### src/nvbl_map.svh
`ifndef NVBL_MAP_SVH
`define NVBL_MAP_SVH
// Word addresses in the non-volatile store
`define NVBL_ADDR_WORD_A 10'h30a
`define NVBL_ADDR_WORD_B 10'h30b
// Field positions
`define NVBL_BIT_FR 23
`define NVBL_BIT_LE 22
`define NVBL_BIT_LM 21
`define NVBL_BIT_DM 23
`define NVBL_BIT_GR 22
`define NVBL_BIT_LI 21
`define NVBL_LIM_HI 20
`define NVBL_LIM_LO 16
`define NVBL_DEN_HI 15
// Reset (erased-default) contents of the words
`define NVBL_RST_WORD_A 24'h1fec39
`define NVBL_RST_WORD_B 24'h402ee4
// Extended commands
`define NVBL_CMD_LOCKS 16'hfff8
`define NVBL_CMD_KEY 16'hfffe
// Field scale in gauss per step
`define NVBL_GAUSS_HI 11'd40
`define NVBL_GAUSS_LO 11'd20
`endif

### src/nvbl_pkg.sv
package nvbl_pkg;
    typedef logic [23:0] nvbl_word_type;
    typedef enum logic [3:0]
    {
        NVBL_BOOT = 4'h1,
        NVBL_LOAD = 4'h2,
        NVBL_IDLE = 4'h4,
        NVBL_RUN = 4'h8
    } nvbl_state_type;
endpackage

### src/nvbl_field_cmp.sv
`timescale 1ns/10ps
`default_nettype none
`include "nvbl_map.svh"
module nvbl_field_cmp
(
    input wire logic sys_clk,
    input wire logic rstn,
    input wire logic [10:0] field_gauss,
    input wire logic field_valid,
    input wire logic [4:0] upper_steps,
    input wire logic [4:0] lower_steps,
    output logic field_over_flag,
    output logic field_under_flag
);
    wire [10:0] upper_gauss;
    wire [10:0] lower_gauss;
    wire over_now;
    wire under_now;

    // Scale limits to gauss
    assign upper_gauss = 11'({6'h00, upper_steps} * `NVBL_GAUSS_HI);
    assign lower_gauss = 11'({6'h00, lower_steps} * `NVBL_GAUSS_LO);
    assign over_now = field_valid && (field_gauss > upper_gauss);
    assign under_now = field_valid && (field_gauss < lower_gauss);

    // Registered flags track each new sample
    always_ff @(posedge sys_clk or negedge rstn)
    begin
        if (!rstn)
        begin
            field_over_flag <= 1'b0;
            field_under_flag <= 1'b0;
        end
        else if (field_valid)
        begin
            field_over_flag <= over_now;
            field_under_flag <= under_now;
        end
    end
endmodule
`default_nettype wire

### src/nvbl_word_store.sv
`timescale 1ns/10ps
`default_nettype none
`include "nvbl_map.svh"
module nvbl_word_store
    import nvbl_pkg::*;
(
    input wire logic sys_clk,
    input wire logic rstn,
    input wire logic wr_en,
    input wire logic erase_en,
    input wire logic idx,
    input wire nvbl_word_type wr_data,
    input wire logic locked,
    output nvbl_word_type word_a,
    output nvbl_word_type word_b,
    output logic refused
);
    nvbl_word_type mem_r [0:1];
    wire touch;

    assign touch = wr_en || erase_en;
    assign word_a = mem_r[0];
    assign word_b = mem_r[1];

    // Locked store ignores writes and erases; only the refusal pulse moves
    always_ff @(posedge sys_clk or negedge rstn)
    begin
        if (!rstn)
        begin
            mem_r[0] <= `NVBL_RST_WORD_A;
            mem_r[1] <= `NVBL_RST_WORD_B;
            refused <= 1'b0;
        end
        else
        begin
            refused <= touch && locked;
            if (touch && !locked)
            begin
                mem_r[idx] <= erase_en ? 24'h000000 : wr_data;
            end
        end
    end
endmodule
`default_nettype wire

### src/nvbl_config_words.sv
`timescale 1ns/10ps
`default_nettype none
`include "nvbl_map.svh"
// Summary of operation
// - Watchdog timeout or halt sets both watchdog error bits in extended error register.
// - With fault recovery at 0, only report the watchdog fault.
// - With fault recovery at 1, report and perform soft restart without store reload.
// - Command 0xFFF8 returns fault recovery, store, processor and idle locks.
// - Store lock at 1 refuses every write and erase of the store.
// - Processor lock at 1 blocks volatile memory and some extended commands.
// - Upper limit steps of 40 gauss; above it sets the over flag.
// - Lower limit steps of 20 gauss; below it sets the under flag.
// - Low sixteen bits load the two filter denominators at initialization.
// - Denominator: bit 15 sign, bit 14 whole, bits 13:0 fraction.
// - Manchester disable at 0 keeps watching the supply for entry.
// - Manchester disable at 1 ignores input after boot; earlier entry still enables.
// - Boot-run at 0 starts idle; run after mode field set to 1.
// - Boot-run at 1 starts directly in run mode.
// - Idle lock refuses return to idle until keycode via command 0xFFFE.
// - Boot-run and idle lock have no writable volatile copy.
module nvbl_config_words
    import nvbl_pkg::*;
(
    input wire logic sys_clk,
    input wire logic rstn,
    input wire logic nv_wr,
    input wire logic nv_erase,
    input wire logic nv_sel,
    input wire logic [23:0] nv_wdata,
    input wire logic nv_rd,
    input wire logic soft_reset,
    input wire logic boot_done,
    input wire logic wd_fault,
    input wire logic mode_wr,
    input wire logic [1:0] operating_mode_field,
    input wire logic ext_cmd_valid,
    input wire logic [15:0] ext_cmd,
    input wire logic [15:0] ext_data,
    input wire logic [15:0] customer_key,
    input wire logic vram_req,
    input wire logic lim_wr,
    input wire logic [4:0] lim_upper_wdata,
    input wire logic [4:0] lim_lower_wdata,
    input wire logic manch_enter,
    input wire logic [10:0] field_gauss,
    input wire logic field_valid,
    output logic [23:0] nv_rdata,
    output logic nv_refused,
    output logic [1:0] extended_error_reg,
    output logic proc_restart,
    output logic run_mode,
    output logic idle_mode,
    output logic [3:0] lock_status,
    output logic lock_status_valid,
    output logic ext_refused,
    output logic vram_grant,
    output logic manchester_enabled,
    output logic [4:0] volatile_upper_limit,
    output logic [4:0] volatile_lower_limit,
    output logic [15:0] volatile_denominator_b,
    output logic [15:0] volatile_denominator_c,
    output logic field_over_flag,
    output logic field_under_flag
);
    nvbl_state_type state_r;
    nvbl_state_type state_nxt;
    nvbl_word_type word_a;
    nvbl_word_type word_b;
    nvbl_word_type cfg_a_r;
    nvbl_word_type cfg_b_r;
    logic store_refused;
    logic proc_lock_r;
    logic keyed_r;
    logic manch_r;
    logic boot_seen_r;

    ////////////////////////////////////////////////////////////////////////
    // Latched settings and command decode
    wire fault_recovery_sel;
    wire store_write_lock;
    wire idle_entry_lock;
    wire boot_to_run;
    wire manchester_disable;
    wire cmd_locks;
    wire cmd_key;
    wire key_ok;
    wire want_idle;
    wire want_run;
    wire idle_blocked;
    wire proc_cmd;
    wire [3:0] lock_word;

    // Live store bit for locking: a freshly written lock applies at once
    assign store_write_lock = word_a[`NVBL_BIT_LE];
    assign fault_recovery_sel = cfg_a_r[`NVBL_BIT_FR];
    assign boot_to_run = cfg_b_r[`NVBL_BIT_GR];
    assign idle_entry_lock = cfg_b_r[`NVBL_BIT_LI];
    assign manchester_disable = cfg_b_r[`NVBL_BIT_DM];
    assign cmd_locks = ext_cmd_valid && (ext_cmd == `NVBL_CMD_LOCKS);
    assign cmd_key = ext_cmd_valid && (ext_cmd == `NVBL_CMD_KEY);
    assign key_ok = cmd_key && (ext_data == customer_key);
    assign want_idle = mode_wr && (operating_mode_field == 2'h0);
    assign want_run = mode_wr && (operating_mode_field == 2'h1);
    assign idle_blocked = idle_entry_lock && !keyed_r;
    // Commands other than the lock readback and keycode are gated by the processor lock
    assign proc_cmd = ext_cmd_valid && !cmd_locks && !cmd_key;
    assign lock_word = {fault_recovery_sel, cfg_a_r[`NVBL_BIT_LE],
                        proc_lock_r, idle_entry_lock};

    ////////////////////////////////////////////////////////////////////////
    // Store of the two words
    nvbl_word_store u_store
    (
        .sys_clk(sys_clk),
        .rstn(rstn),
        .wr_en(nv_wr),
        .erase_en(nv_erase),
        .idx(nv_sel),
        .wr_data(nv_wdata),
        .locked(store_write_lock),
        .word_a(word_a),
        .word_b(word_b),
        .refused(store_refused)
    );

    // Field limit comparison on the volatile limits
    nvbl_field_cmp u_cmp
    (
        .sys_clk(sys_clk),
        .rstn(rstn),
        .field_gauss(field_gauss),
        .field_valid(field_valid),
        .upper_steps(volatile_upper_limit),
        .lower_steps(volatile_lower_limit),
        .field_over_flag(field_over_flag),
        .field_under_flag(field_under_flag)
    );

    ////////////////////////////////////////////////////////////////////////
    // Mode sequencer: boot latches the words, load copies them, then idle or run
    always_comb
    begin
        state_nxt = state_r;
        case (state_r)
            NVBL_BOOT:
            begin
                state_nxt = NVBL_LOAD;
            end
            NVBL_LOAD:
            begin
                // Settings latched in the boot cycle pick the first mode here, before any mode
                state_nxt = boot_to_run ? NVBL_RUN : NVBL_IDLE;
            end
            NVBL_IDLE:
            begin
                if (want_run)
                begin
                    state_nxt = NVBL_RUN;
                end
            end
            NVBL_RUN:
            begin
                if (want_idle && !idle_blocked)
                begin
                    state_nxt = NVBL_IDLE;
                end
            end
            default:
            begin
                state_nxt = NVBL_BOOT;
            end
        endcase
    end

    // Soft restart re-enters boot without re-reading the store
    always_ff @(posedge sys_clk or negedge rstn)
    begin
        if (!rstn)
        begin
            state_r <= NVBL_BOOT;
        end
        else if (soft_reset || (wd_fault && fault_recovery_sel))
        begin
            state_r <= NVBL_BOOT;
        end
        else
        begin
            state_r <= state_nxt;
        end
    end

    ////////////////////////////////////////////////////////////////////////
    // Initialization latch of both words into the working copies
    always_ff @(posedge sys_clk or negedge rstn)
    begin
        if (!rstn)
        begin
            cfg_a_r <= `NVBL_RST_WORD_A;
            cfg_b_r <= `NVBL_RST_WORD_B;
            boot_seen_r <= 1'b0;
        end
        else
        begin
            if (state_r == NVBL_BOOT && !boot_seen_r)
            begin
                cfg_a_r <= word_a;
                cfg_b_r <= word_b;
            end
            if (state_r == NVBL_LOAD)
            begin
                boot_seen_r <= 1'b1; // Later restarts keep the first latch
            end
        end
    end

    // Volatile copies; limits and denominators load at init, limits writable
    always_ff @(posedge sys_clk or negedge rstn)
    begin
        if (!rstn)
        begin
            volatile_upper_limit <= 5'h00;
            volatile_lower_limit <= 5'h00;
            volatile_denominator_b <= 16'h0000;
            volatile_denominator_c <= 16'h0000;
            proc_lock_r <= 1'b0;
        end
        else if (state_r == NVBL_LOAD && !boot_seen_r)
        begin
            volatile_upper_limit <= cfg_a_r[`NVBL_LIM_HI:`NVBL_LIM_LO];
            volatile_lower_limit <= cfg_b_r[`NVBL_LIM_HI:`NVBL_LIM_LO];
            // Sign, whole and fraction bits are kept in place, unscaled
            volatile_denominator_b <= cfg_a_r[`NVBL_DEN_HI:0];
            volatile_denominator_c <= cfg_b_r[`NVBL_DEN_HI:0];
            proc_lock_r <= cfg_a_r[`NVBL_BIT_LM];
        end
        else
        begin
            if (lim_wr && !proc_lock_r)
            begin
                volatile_upper_limit <= lim_upper_wdata;
                volatile_lower_limit <= lim_lower_wdata;
            end
            if (key_ok)
            begin
                proc_lock_r <= 1'b0; // The processor lock can be reset by the keycode
            end
        end
    end

    ////////////////////////////////////////////////////////////////////////
    // Keycode, watchdog flags and Manchester enable
    always_ff @(posedge sys_clk or negedge rstn)
    begin
        if (!rstn)
        begin
            keyed_r <= 1'b0;
            extended_error_reg <= 2'h0;
            proc_restart <= 1'b0;
            manch_r <= 1'b0;
        end
        else
        begin
            if (key_ok)
            begin
                keyed_r <= 1'b1;
            end
            if (wd_fault)
            begin
                extended_error_reg <= 2'h3;
            end
            proc_restart <= wd_fault && fault_recovery_sel;
            // Entry before boot ends always counts; after it only if not disabled
            if (manch_enter && (!boot_seen_r || !manchester_disable))
            begin
                manch_r <= 1'b1;
            end
        end
    end

    ////////////////////////////////////////////////////////////////////////
    // Registered answers to the host
    always_ff @(posedge sys_clk or negedge rstn)
    begin
        if (!rstn)
        begin
            nv_rdata <= 24'h000000;
            nv_refused <= 1'b0;
            lock_status <= 4'h0;
            lock_status_valid <= 1'b0;
            ext_refused <= 1'b0;
            vram_grant <= 1'b0;
            run_mode <= 1'b0;
            idle_mode <= 1'b0;
            manchester_enabled <= 1'b0;
        end
        else
        begin
            if (nv_rd)
            begin
                nv_rdata <= nv_sel ? word_b : word_a;
            end
            nv_refused <= store_refused;
            lock_status_valid <= cmd_locks && boot_seen_r;
            if (cmd_locks && boot_seen_r)
            begin
                lock_status <= lock_word;
            end
            ext_refused <= (proc_cmd && proc_lock_r) || (cmd_key && !key_ok);
            vram_grant <= vram_req && !proc_lock_r;
            run_mode <= state_nxt == NVBL_RUN;
            idle_mode <= state_nxt == NVBL_IDLE;
            manchester_enabled <= manch_r;
        end
    end
endmodule
`default_nettype wire

### config.mk
export PLATFORM = sky130hd
export DESIGN_NAME = nvbl_config_words
export DESIGN_NICKNAME = d
export VERILOG_FILES = /design/src/nvbl_pkg.sv /design/src/nvbl_field_cmp.sv /design/src/nvbl_word_store.sv /design/src/nvbl_config_words.sv
export VERILOG_INCLUDE_DIRS = /design/src
export SDC_FILE = /design/constraint.sdc
export NUM_CORES = 1
export LEC_CHECK = 0
export ABC_AREA = 1
export BUFFER_PORTS_ARGS = -buffer_cell sky130_fd_sc_hd__buf_2
export CORE_ASPECT_RATIO = 1.1
export CORE_MARGIN = 1
export CORE_UTILIZATION = 45
export DETAILED_ROUTE_END_ITERATION = 10
export GPL_TIMING_DRIVEN = 0
export PLACE_DENSITY = 0.65
export SLEW_MARGIN = 20
export SYNTH_ARGS = -nofsm -noshare
export SYNTH_HDL_FRONTEND = slang
export SYNTH_SLANG_ARGS = --single-unit
export TNS_END_PERCENT = 100
### constraint.sdc
create_clock -name sys_clk -period 2.81 [get_ports sys_clk]
set_input_delay 0.1405 -clock sys_clk [delete_from_list [all_inputs] [get_ports sys_clk]]
set_output_delay 0.1405 -clock sys_clk [all_outputs]
set_load 0.02 [all_outputs]
==> impl_metrics.tcl, run 1 <==
set metrics [dict create \
    antenna_cells 0 \
    final.setup.tns_ns 0 \
    setup_viol 0 \
    area.growth.synth_to_final_pct 23.4 \
    ys_seq_area_share_pct 54.7 \
    cts_buffer_depth 2 \
    viasPerCell 4.84 \
    fin_crit_sh_pct 86.6 \
    powerDensity_nw_per_um2 907 \
    grt-ovfl-total 0 \
    yosys_warnings 0 \
    cts_sinks 186 \
    gr-usage-all-layers_pct 23.9 \
    finalHoldViolations 0 \
    synth_cells 1035 \
    final_common_cell "nand2_1" \
    drv_cap 0 \
    drtPass1Iterations 5 \
    dr_total_vias 7345 \
    grt_max_degree 77 \
    syn_area_per_cell_um2 8.33 \
    antenna_found_initial 0 \
    cp.required_ns 3.12 \
    io_buffers 187 \
    die_area_um2 19700 \
    max_clock_freq_mhz 411 \
    final_max_slew_viol_count 0 \
    antenna_left 0 \
    htreeDepth 4 \
    hp-class "primary input to flip-flop" \
    placed_area_um2 9930 \
    worst_clock_skew_ns 0.00897 \
    ios 192 \
    core_um2 18600 \
    wl_per_cell_um 14.9 \
    cts_buffers 17 \
    clock_latency_ns 0.43 \
    dp.cells 1467 \
    ys_types 34 \
    ir_worst_vdd_mv 0.559 \
    critPathMaxFanout 4 \
    wirelength_um 22600 \
    die_x_um 134 \
    place.gp.congestion 0.834 \
    grt_pass1_wl_um 36100 \
    drc 0 \
    design_area_um2 10600 \
    rows 52 \
    netlist_area_um2 8620 \
    ys_ff_latch 186 \
    grt_pass1_vias 7115 \
    clk_pin_slew_worst_paths_ns 0.06 \
    layout_common_cells "nand2_1 (357), buf_2 (196), dfrtp_1 (139), inv_1 (128), nor2_1 (99)" \
    rsz0062_at_grt "false" \
    hpwl_um 16700 \
    drive_above_1_share_pct 23.6 \
    synthesis.nets 1174 \
    slew-limit-headroom_pct 60.0 \
    endpoint_kind "flip-flop" \
    fin_cells 1516 \
    die_h_um 147 \
    worstPathArrival_ns 2.74 \
    critical_path_class "flip-flop to flip-flop" \
    cts_setup_buffers 0 \
    worst_pin_slew_ns 0.599 \
    initial_utilization_pct 46.3 \
    cts_tree "done" \
    final.min_clock_period_ns 2.43 \
    final_nets 1399 \
    clockRootBuffer "clkbuf_16" \
    status "completed" \
    first_iter_violations 361 \
    start_kind "flip-flop" \
    p_leak_nw 5.71 \
]
## through the flow
step | utilization (%) | power (mW) | hold slack [ns] | setup WS, ns
final | 57.2 | 9.64 | 0.0122 | 0.377
after global routing | 57.2 | 10.4 | 0.0307 | 0.180
after CTS | 57.2 | 9.73 | 0.00211 | 0.342
after detailed placement | 53.3 | 7.45 | 0.0927 | 0.353
after global placement | 53.0 | 7.32 | 0.318 | -1.45
after floorplan | - | 6.30 | -0.155 | 0.459
## critical path, stage by stage, from the launching register on
cell     delay, ns
dfrtp_1       0.42
ha_1          0.29
ha_1          0.23
fa_1          0.41
nand2_1       0.09
nand2_1       0.05
nand2_1       0.07
ha_1          0.12
inv_1         0.04
or2_2         0.26
o21a_1        0.16
nand3_1       0.08
o21ai_0       0.08
## final timing paths
path	startpoint	depth (start not counted)	slack (ns)	to
setup reg to reg	volatile_lower_limit[3]$_DFFE_PN0P_	12	0.38	u_cmp.field_under_flag$_DFFE_PN0P_
hold / removal	nv_wdata[4]	5	0.01	u_store.word_a[4]$_DFFE_PN1P_
max in group asynchronous	rstn	3	1.86	u_store.word_a[17]$_DFFE_PN1P_
min in group asynchronous	rstn	2	0.21	volatile_denominator_b[9]$_DFFE_PN0P_
hold reg to reg	u_store.refused$_DFF_PN0_	0	0.35	nv_refused$_DFF_PN0_
setup / recovery	volatile_lower_limit[3]$_DFFE_PN0P_	12	0.38	u_cmp.field_under_flag$_DFFE_PN0P_
## synth_stat cells
library cell	instances	area [µm²]
nor2_1	99	372
ha_1	27	338
o21ai_1	16	80.1
mux2_4	1	15.0
nand4_1	3	18.8
nor3b_1	1	7.51
o21a_1	1	7.51
buf_4	9	67.6
nor2_4	4	45.0
o21ai_0	90	450
xor2_1	1	8.76
or2_2	2	12.5
nor3_1	5	25.0
buf_2	10	50.1
fa_1	2	40.0
o211ai_1	2	15.0
o31ai_1	1	7.51
nand2_1	357	1340
nand2_4	1	11.3
nand3_1	14	70.1
inv_2	4	15.0
a31oi_1	30	188
buf_1	2	7.51
clkbuf_1	18	67.6
nand3b_1	1	7.51
a21oi_1	9	45.0
dfrtp_1	139	3480
xnor2_1	4	35.0
buf_6	4	45.0
dfstp_2	47	1230
a21o_1	1	7.51
nor3_2	1	10.0
nand3_4	1	17.5
inv_1	128	480
## power breakdown
| group | switching, mW | leakage, nW | total (mW) | internal [mW] |
|---|---|---|---|---|
| Sequential | 0.491 | 2.13 | 4.06 | 3.57 |
| Clock | 0.994 | 0.264 | 2.25 | 1.26 |
| Combinational | 2.02 | 3.32 | 3.33 | 1.31 |
## cell families (layout without fill, tap and decap cells)
kind of cell,after synthesis,after routing,share of synthesized area (%)
mux,1,1,0.174
fa+ha+maj,29,29,4.38
xor+xnor,5,5,0.508
buf+inv,175,413,8.50
flops,186,186,54.7
simple gates,489,489,22.5
compound gates,150,150,9.29
## final cells by class
type,instances,area (µm²)
Buffer,43,238
Sequential cell,186,4710
Clock inverter,8,70.1
Clock buffer,24,472
Multi-Input combinational cell,674,3170
Tap cell,243,304
Timing Repair Buffer,206,1170
Fill cell,1786,7970
Inverter,132,495
## routing by layer
| layer | GRT usage, % | part of all wire [%] | wire, µm | up-vias |
|---|---|---|---|---|
| met1 | 29.9 | 43 | 9740 | 3424 |
| met3 | 4.28 | 5.8 | 1320 | 23 |
| met5 | 0 | 0 | 0 | - |
| li1 | - | - | - | 3667 |
| met2 | 41.6 | 49 | 11200 | 231 |
| met4 | 7.33 | 1.6 | 363 | 0 |
## what timing repair did
action,4_1_cts,5_1_grt
endpoints found under the setup margin,0,0
hold endpoints to repair,73,0
resized for setup,0,0
hold buffers,17,0
Power figures use the tool's default switching activity.
==> run 2: changes to the inputs <==
Clock period 2.81 ns to 2.3 ns, I/O delays scaled along.
==> run 2 against run 1 <==
  * Die area is the same
  * Sequential share of layout area decreased by 0.78 points
  * Highest routed layer unchanged
  * Critical path depth down 2
  * Critical path type unchanged
  * Sequential power rose by 23%
  * Via count is 0.68% higher
  * Worst setup slack got worse by 0.31 ns
  * Largest cell class unchanged
  * Register-to-register slack worse by 0.31 ns
  * Sequential cell count did not move
  * Design area increased by 2.0%
  * Non-clock buffer count is 11 higher
  * Count of clock-buffer cells in the layout is the same
  * Worst hold slack worse by 0.0053 ns
==> impl_metrics.tcl, run 2 (same netlist as run 1, synthesis figures left out) <==
set metrics [dict create \
    critPathMaxFanout 2 \
    max_clock_freq_mhz 448 \
    die_area_um2 19700 \
    grt_pass1_wl_um 36100 \
    fin_crit_sh_pct 97.0 \
    whs_ns 0.00688 \
    design_area_um2 10800 \
    worst_pin_slew_ns 0.705 \
    utilization_pct 58.3 \
    endpoint_kind "flip-flop" \
    io_buffers 187 \
    worst_clock_skew_ns 0.00564 \
    hp-class "primary input to flip-flop" \
    place.gp.congestion 0.836 \
    p_leak_nw 5.77 \
    rows 52 \
    gr-usage-all-layers_pct 24.0 \
    antenna_cells 0 \
    wl_per_cell_um 14.9 \
    setup_viol 0 \
    core_um2 18600 \
    cts_sinks 186 \
    hpwl_um 16300 \
    antenna_left 0 \
    cts_buffers 17 \
    area.growth.synth_to_final_pct 25.8 \
    initial_utilization_pct 46.3 \
    finalHoldViolations 0 \
    first_iter_violations 424 \
    clk_pin_slew_worst_paths_ns 0.07 \
    die_x_um 134 \
    drtPass1Iterations 5 \
    status "completed" \
    layout_common_cells "nand2_1 (357), buf_2 (196), dfrtp_1 (132), inv_1 (127), nor2_1 (98)" \
    cpPeakStageDelay_ns 0.51 \
    clockRootBuffer "clkbuf_16" \
    dr_total_vias 7395 \
    clock_latency_ns 0.43 \
    drc 0 \
    critical_path_class "flip-flop to flip-flop" \
    grt_pass1_vias 7225 \
    powerDensity_nw_per_um2 1140 \
    cp_slowest_cell "fa_2" \
    htreeDepth 4 \
    start_kind "flip-flop" \
    final_nets 1410 \
    antenna_found_initial 0 \
    slew-limit-headroom_pct 53.0 \
    cts_tree "done" \
    cp_common_cell "ha_4" \
    path_cells "ha_4, ha_4, fa_2, inv_1, ha_1, a21oi_1, o21ai_1, nand2_1, nand3_2, o21ai_2" \
    grt_max_degree 97 \
    final_common_cell "nand2_1" \
    drive_above_1_share_pct 26.2 \
    viasPerCell 4.84 \
    ir_worst_vdd_mv 0.709 \
    drv_cap 0 \
    grt-ovfl-total 0 \
    die_h_um 147 \
    cts_buffer_depth 2 \
    rsz0062_at_grt "true" \
    final.min_clock_period_ns 2.23 \
    wirelength_um 22700 \
    ff2ff_setup_slack_ns 0.07 \
    cp.required_ns 2.66 \
    worstPathArrival_ns 2.59 \
    final_max_slew_viol_count 0 \
    ios 192 \
    placed_area_um2 9910 \
]
[run 2: final cells by class]
class                   instances  area (µm²)
clock inverters                 8        67.6
fillers                      1725        7760
well taps                     243         304
inverters                     132         495
flip-flops and latches        186        4720
repair buffers                217        1240
plain buffers                  43         238
clock buffers                  24         492
multi-input cells             674        3290
[run 2: routing by layer]
| metal | part of all wire, % | global-route usage [%] |
|---|---|---|
| met4 | 2.1 | 8.35 |
| met5 | 0 | 0 |
| met3 | 5.6 | 4.97 |
| met2 | 49 | 40.4 |
| met1 | 44 | 30.5 |
[run 2: where the power goes]
group	total, mW	switching (mW)	internal [mW]
logic	4.57	2.64	1.93
registers	4.99	0.615	4.38
clock network	2.80	1.21	1.60
[run 2: worst max-delay path, delay by kind of cell (launching register included)]
| family | cells | cell delay (ns) |
|---|---|---|
| adders and majority gates | 4 | 1.20 |
| and+or+nand+nor | 2 | 0.16 |
| AOI/OAI and AO/OA | 3 | 0.32 |
| buffers and inverters | 1 | 0.04 |
| DFF | 1 | 0.43 |
[run 2: final timing paths]
path / cells past startpoint / end / start
worst max-delay path: 10 / u_cmp.field_under_flag$_DFFE_PN0P_ / volatile_lower_limit[3]$_DFFE_PN0P_
worst min-delay path: 5 / u_store.word_b[7]$_DFFE_PN1P_ / nv_wdata[7]
worst max register to register: 10 / u_cmp.field_under_flag$_DFFE_PN0P_ / volatile_lower_limit[3]$_DFFE_PN0P_
worst min register to register: 0 / nv_refused$_DFF_PN0_ / u_store.refused$_DFF_PN0_
max in group asynchronous: 3 / volatile_lower_limit[3]$_DFFE_PN0P_ / rstn
min in group asynchronous: 2 / volatile_denominator_b[9]$_DFFE_PN0P_ / rstn
[run 2: repair_timing]
| action | in CTS | in global routing |
|---|---|---|
| pin swaps | 8 | 9 |
| gates resized for setup | 11 | 14 |
| setup endpoints to repair | 2 | 2 |
| setup buffers | 4 | 7 |
| hold endpoints to repair | 86 | 0 |
| hold buffers | 18 | 0 |
[run 2: metrics by stage]
step / setup WS (ns) / std cells / TNS (ns) / power, mW
final: 0.0693 / 1527 / 0 / 12.4
after CTS: 0.000957 / 1520 / 0 / 12.1
after detailed placement: -0.158 / 1466 / -0.248 / 9.11
after global placement: -2.28 / 1465 / -306.49 / 8.95
after floorplan: 0.000904 / 1035 / 0 / 7.73
after global routing: -0.0580 / 1527 / -0.0983 / 13.3
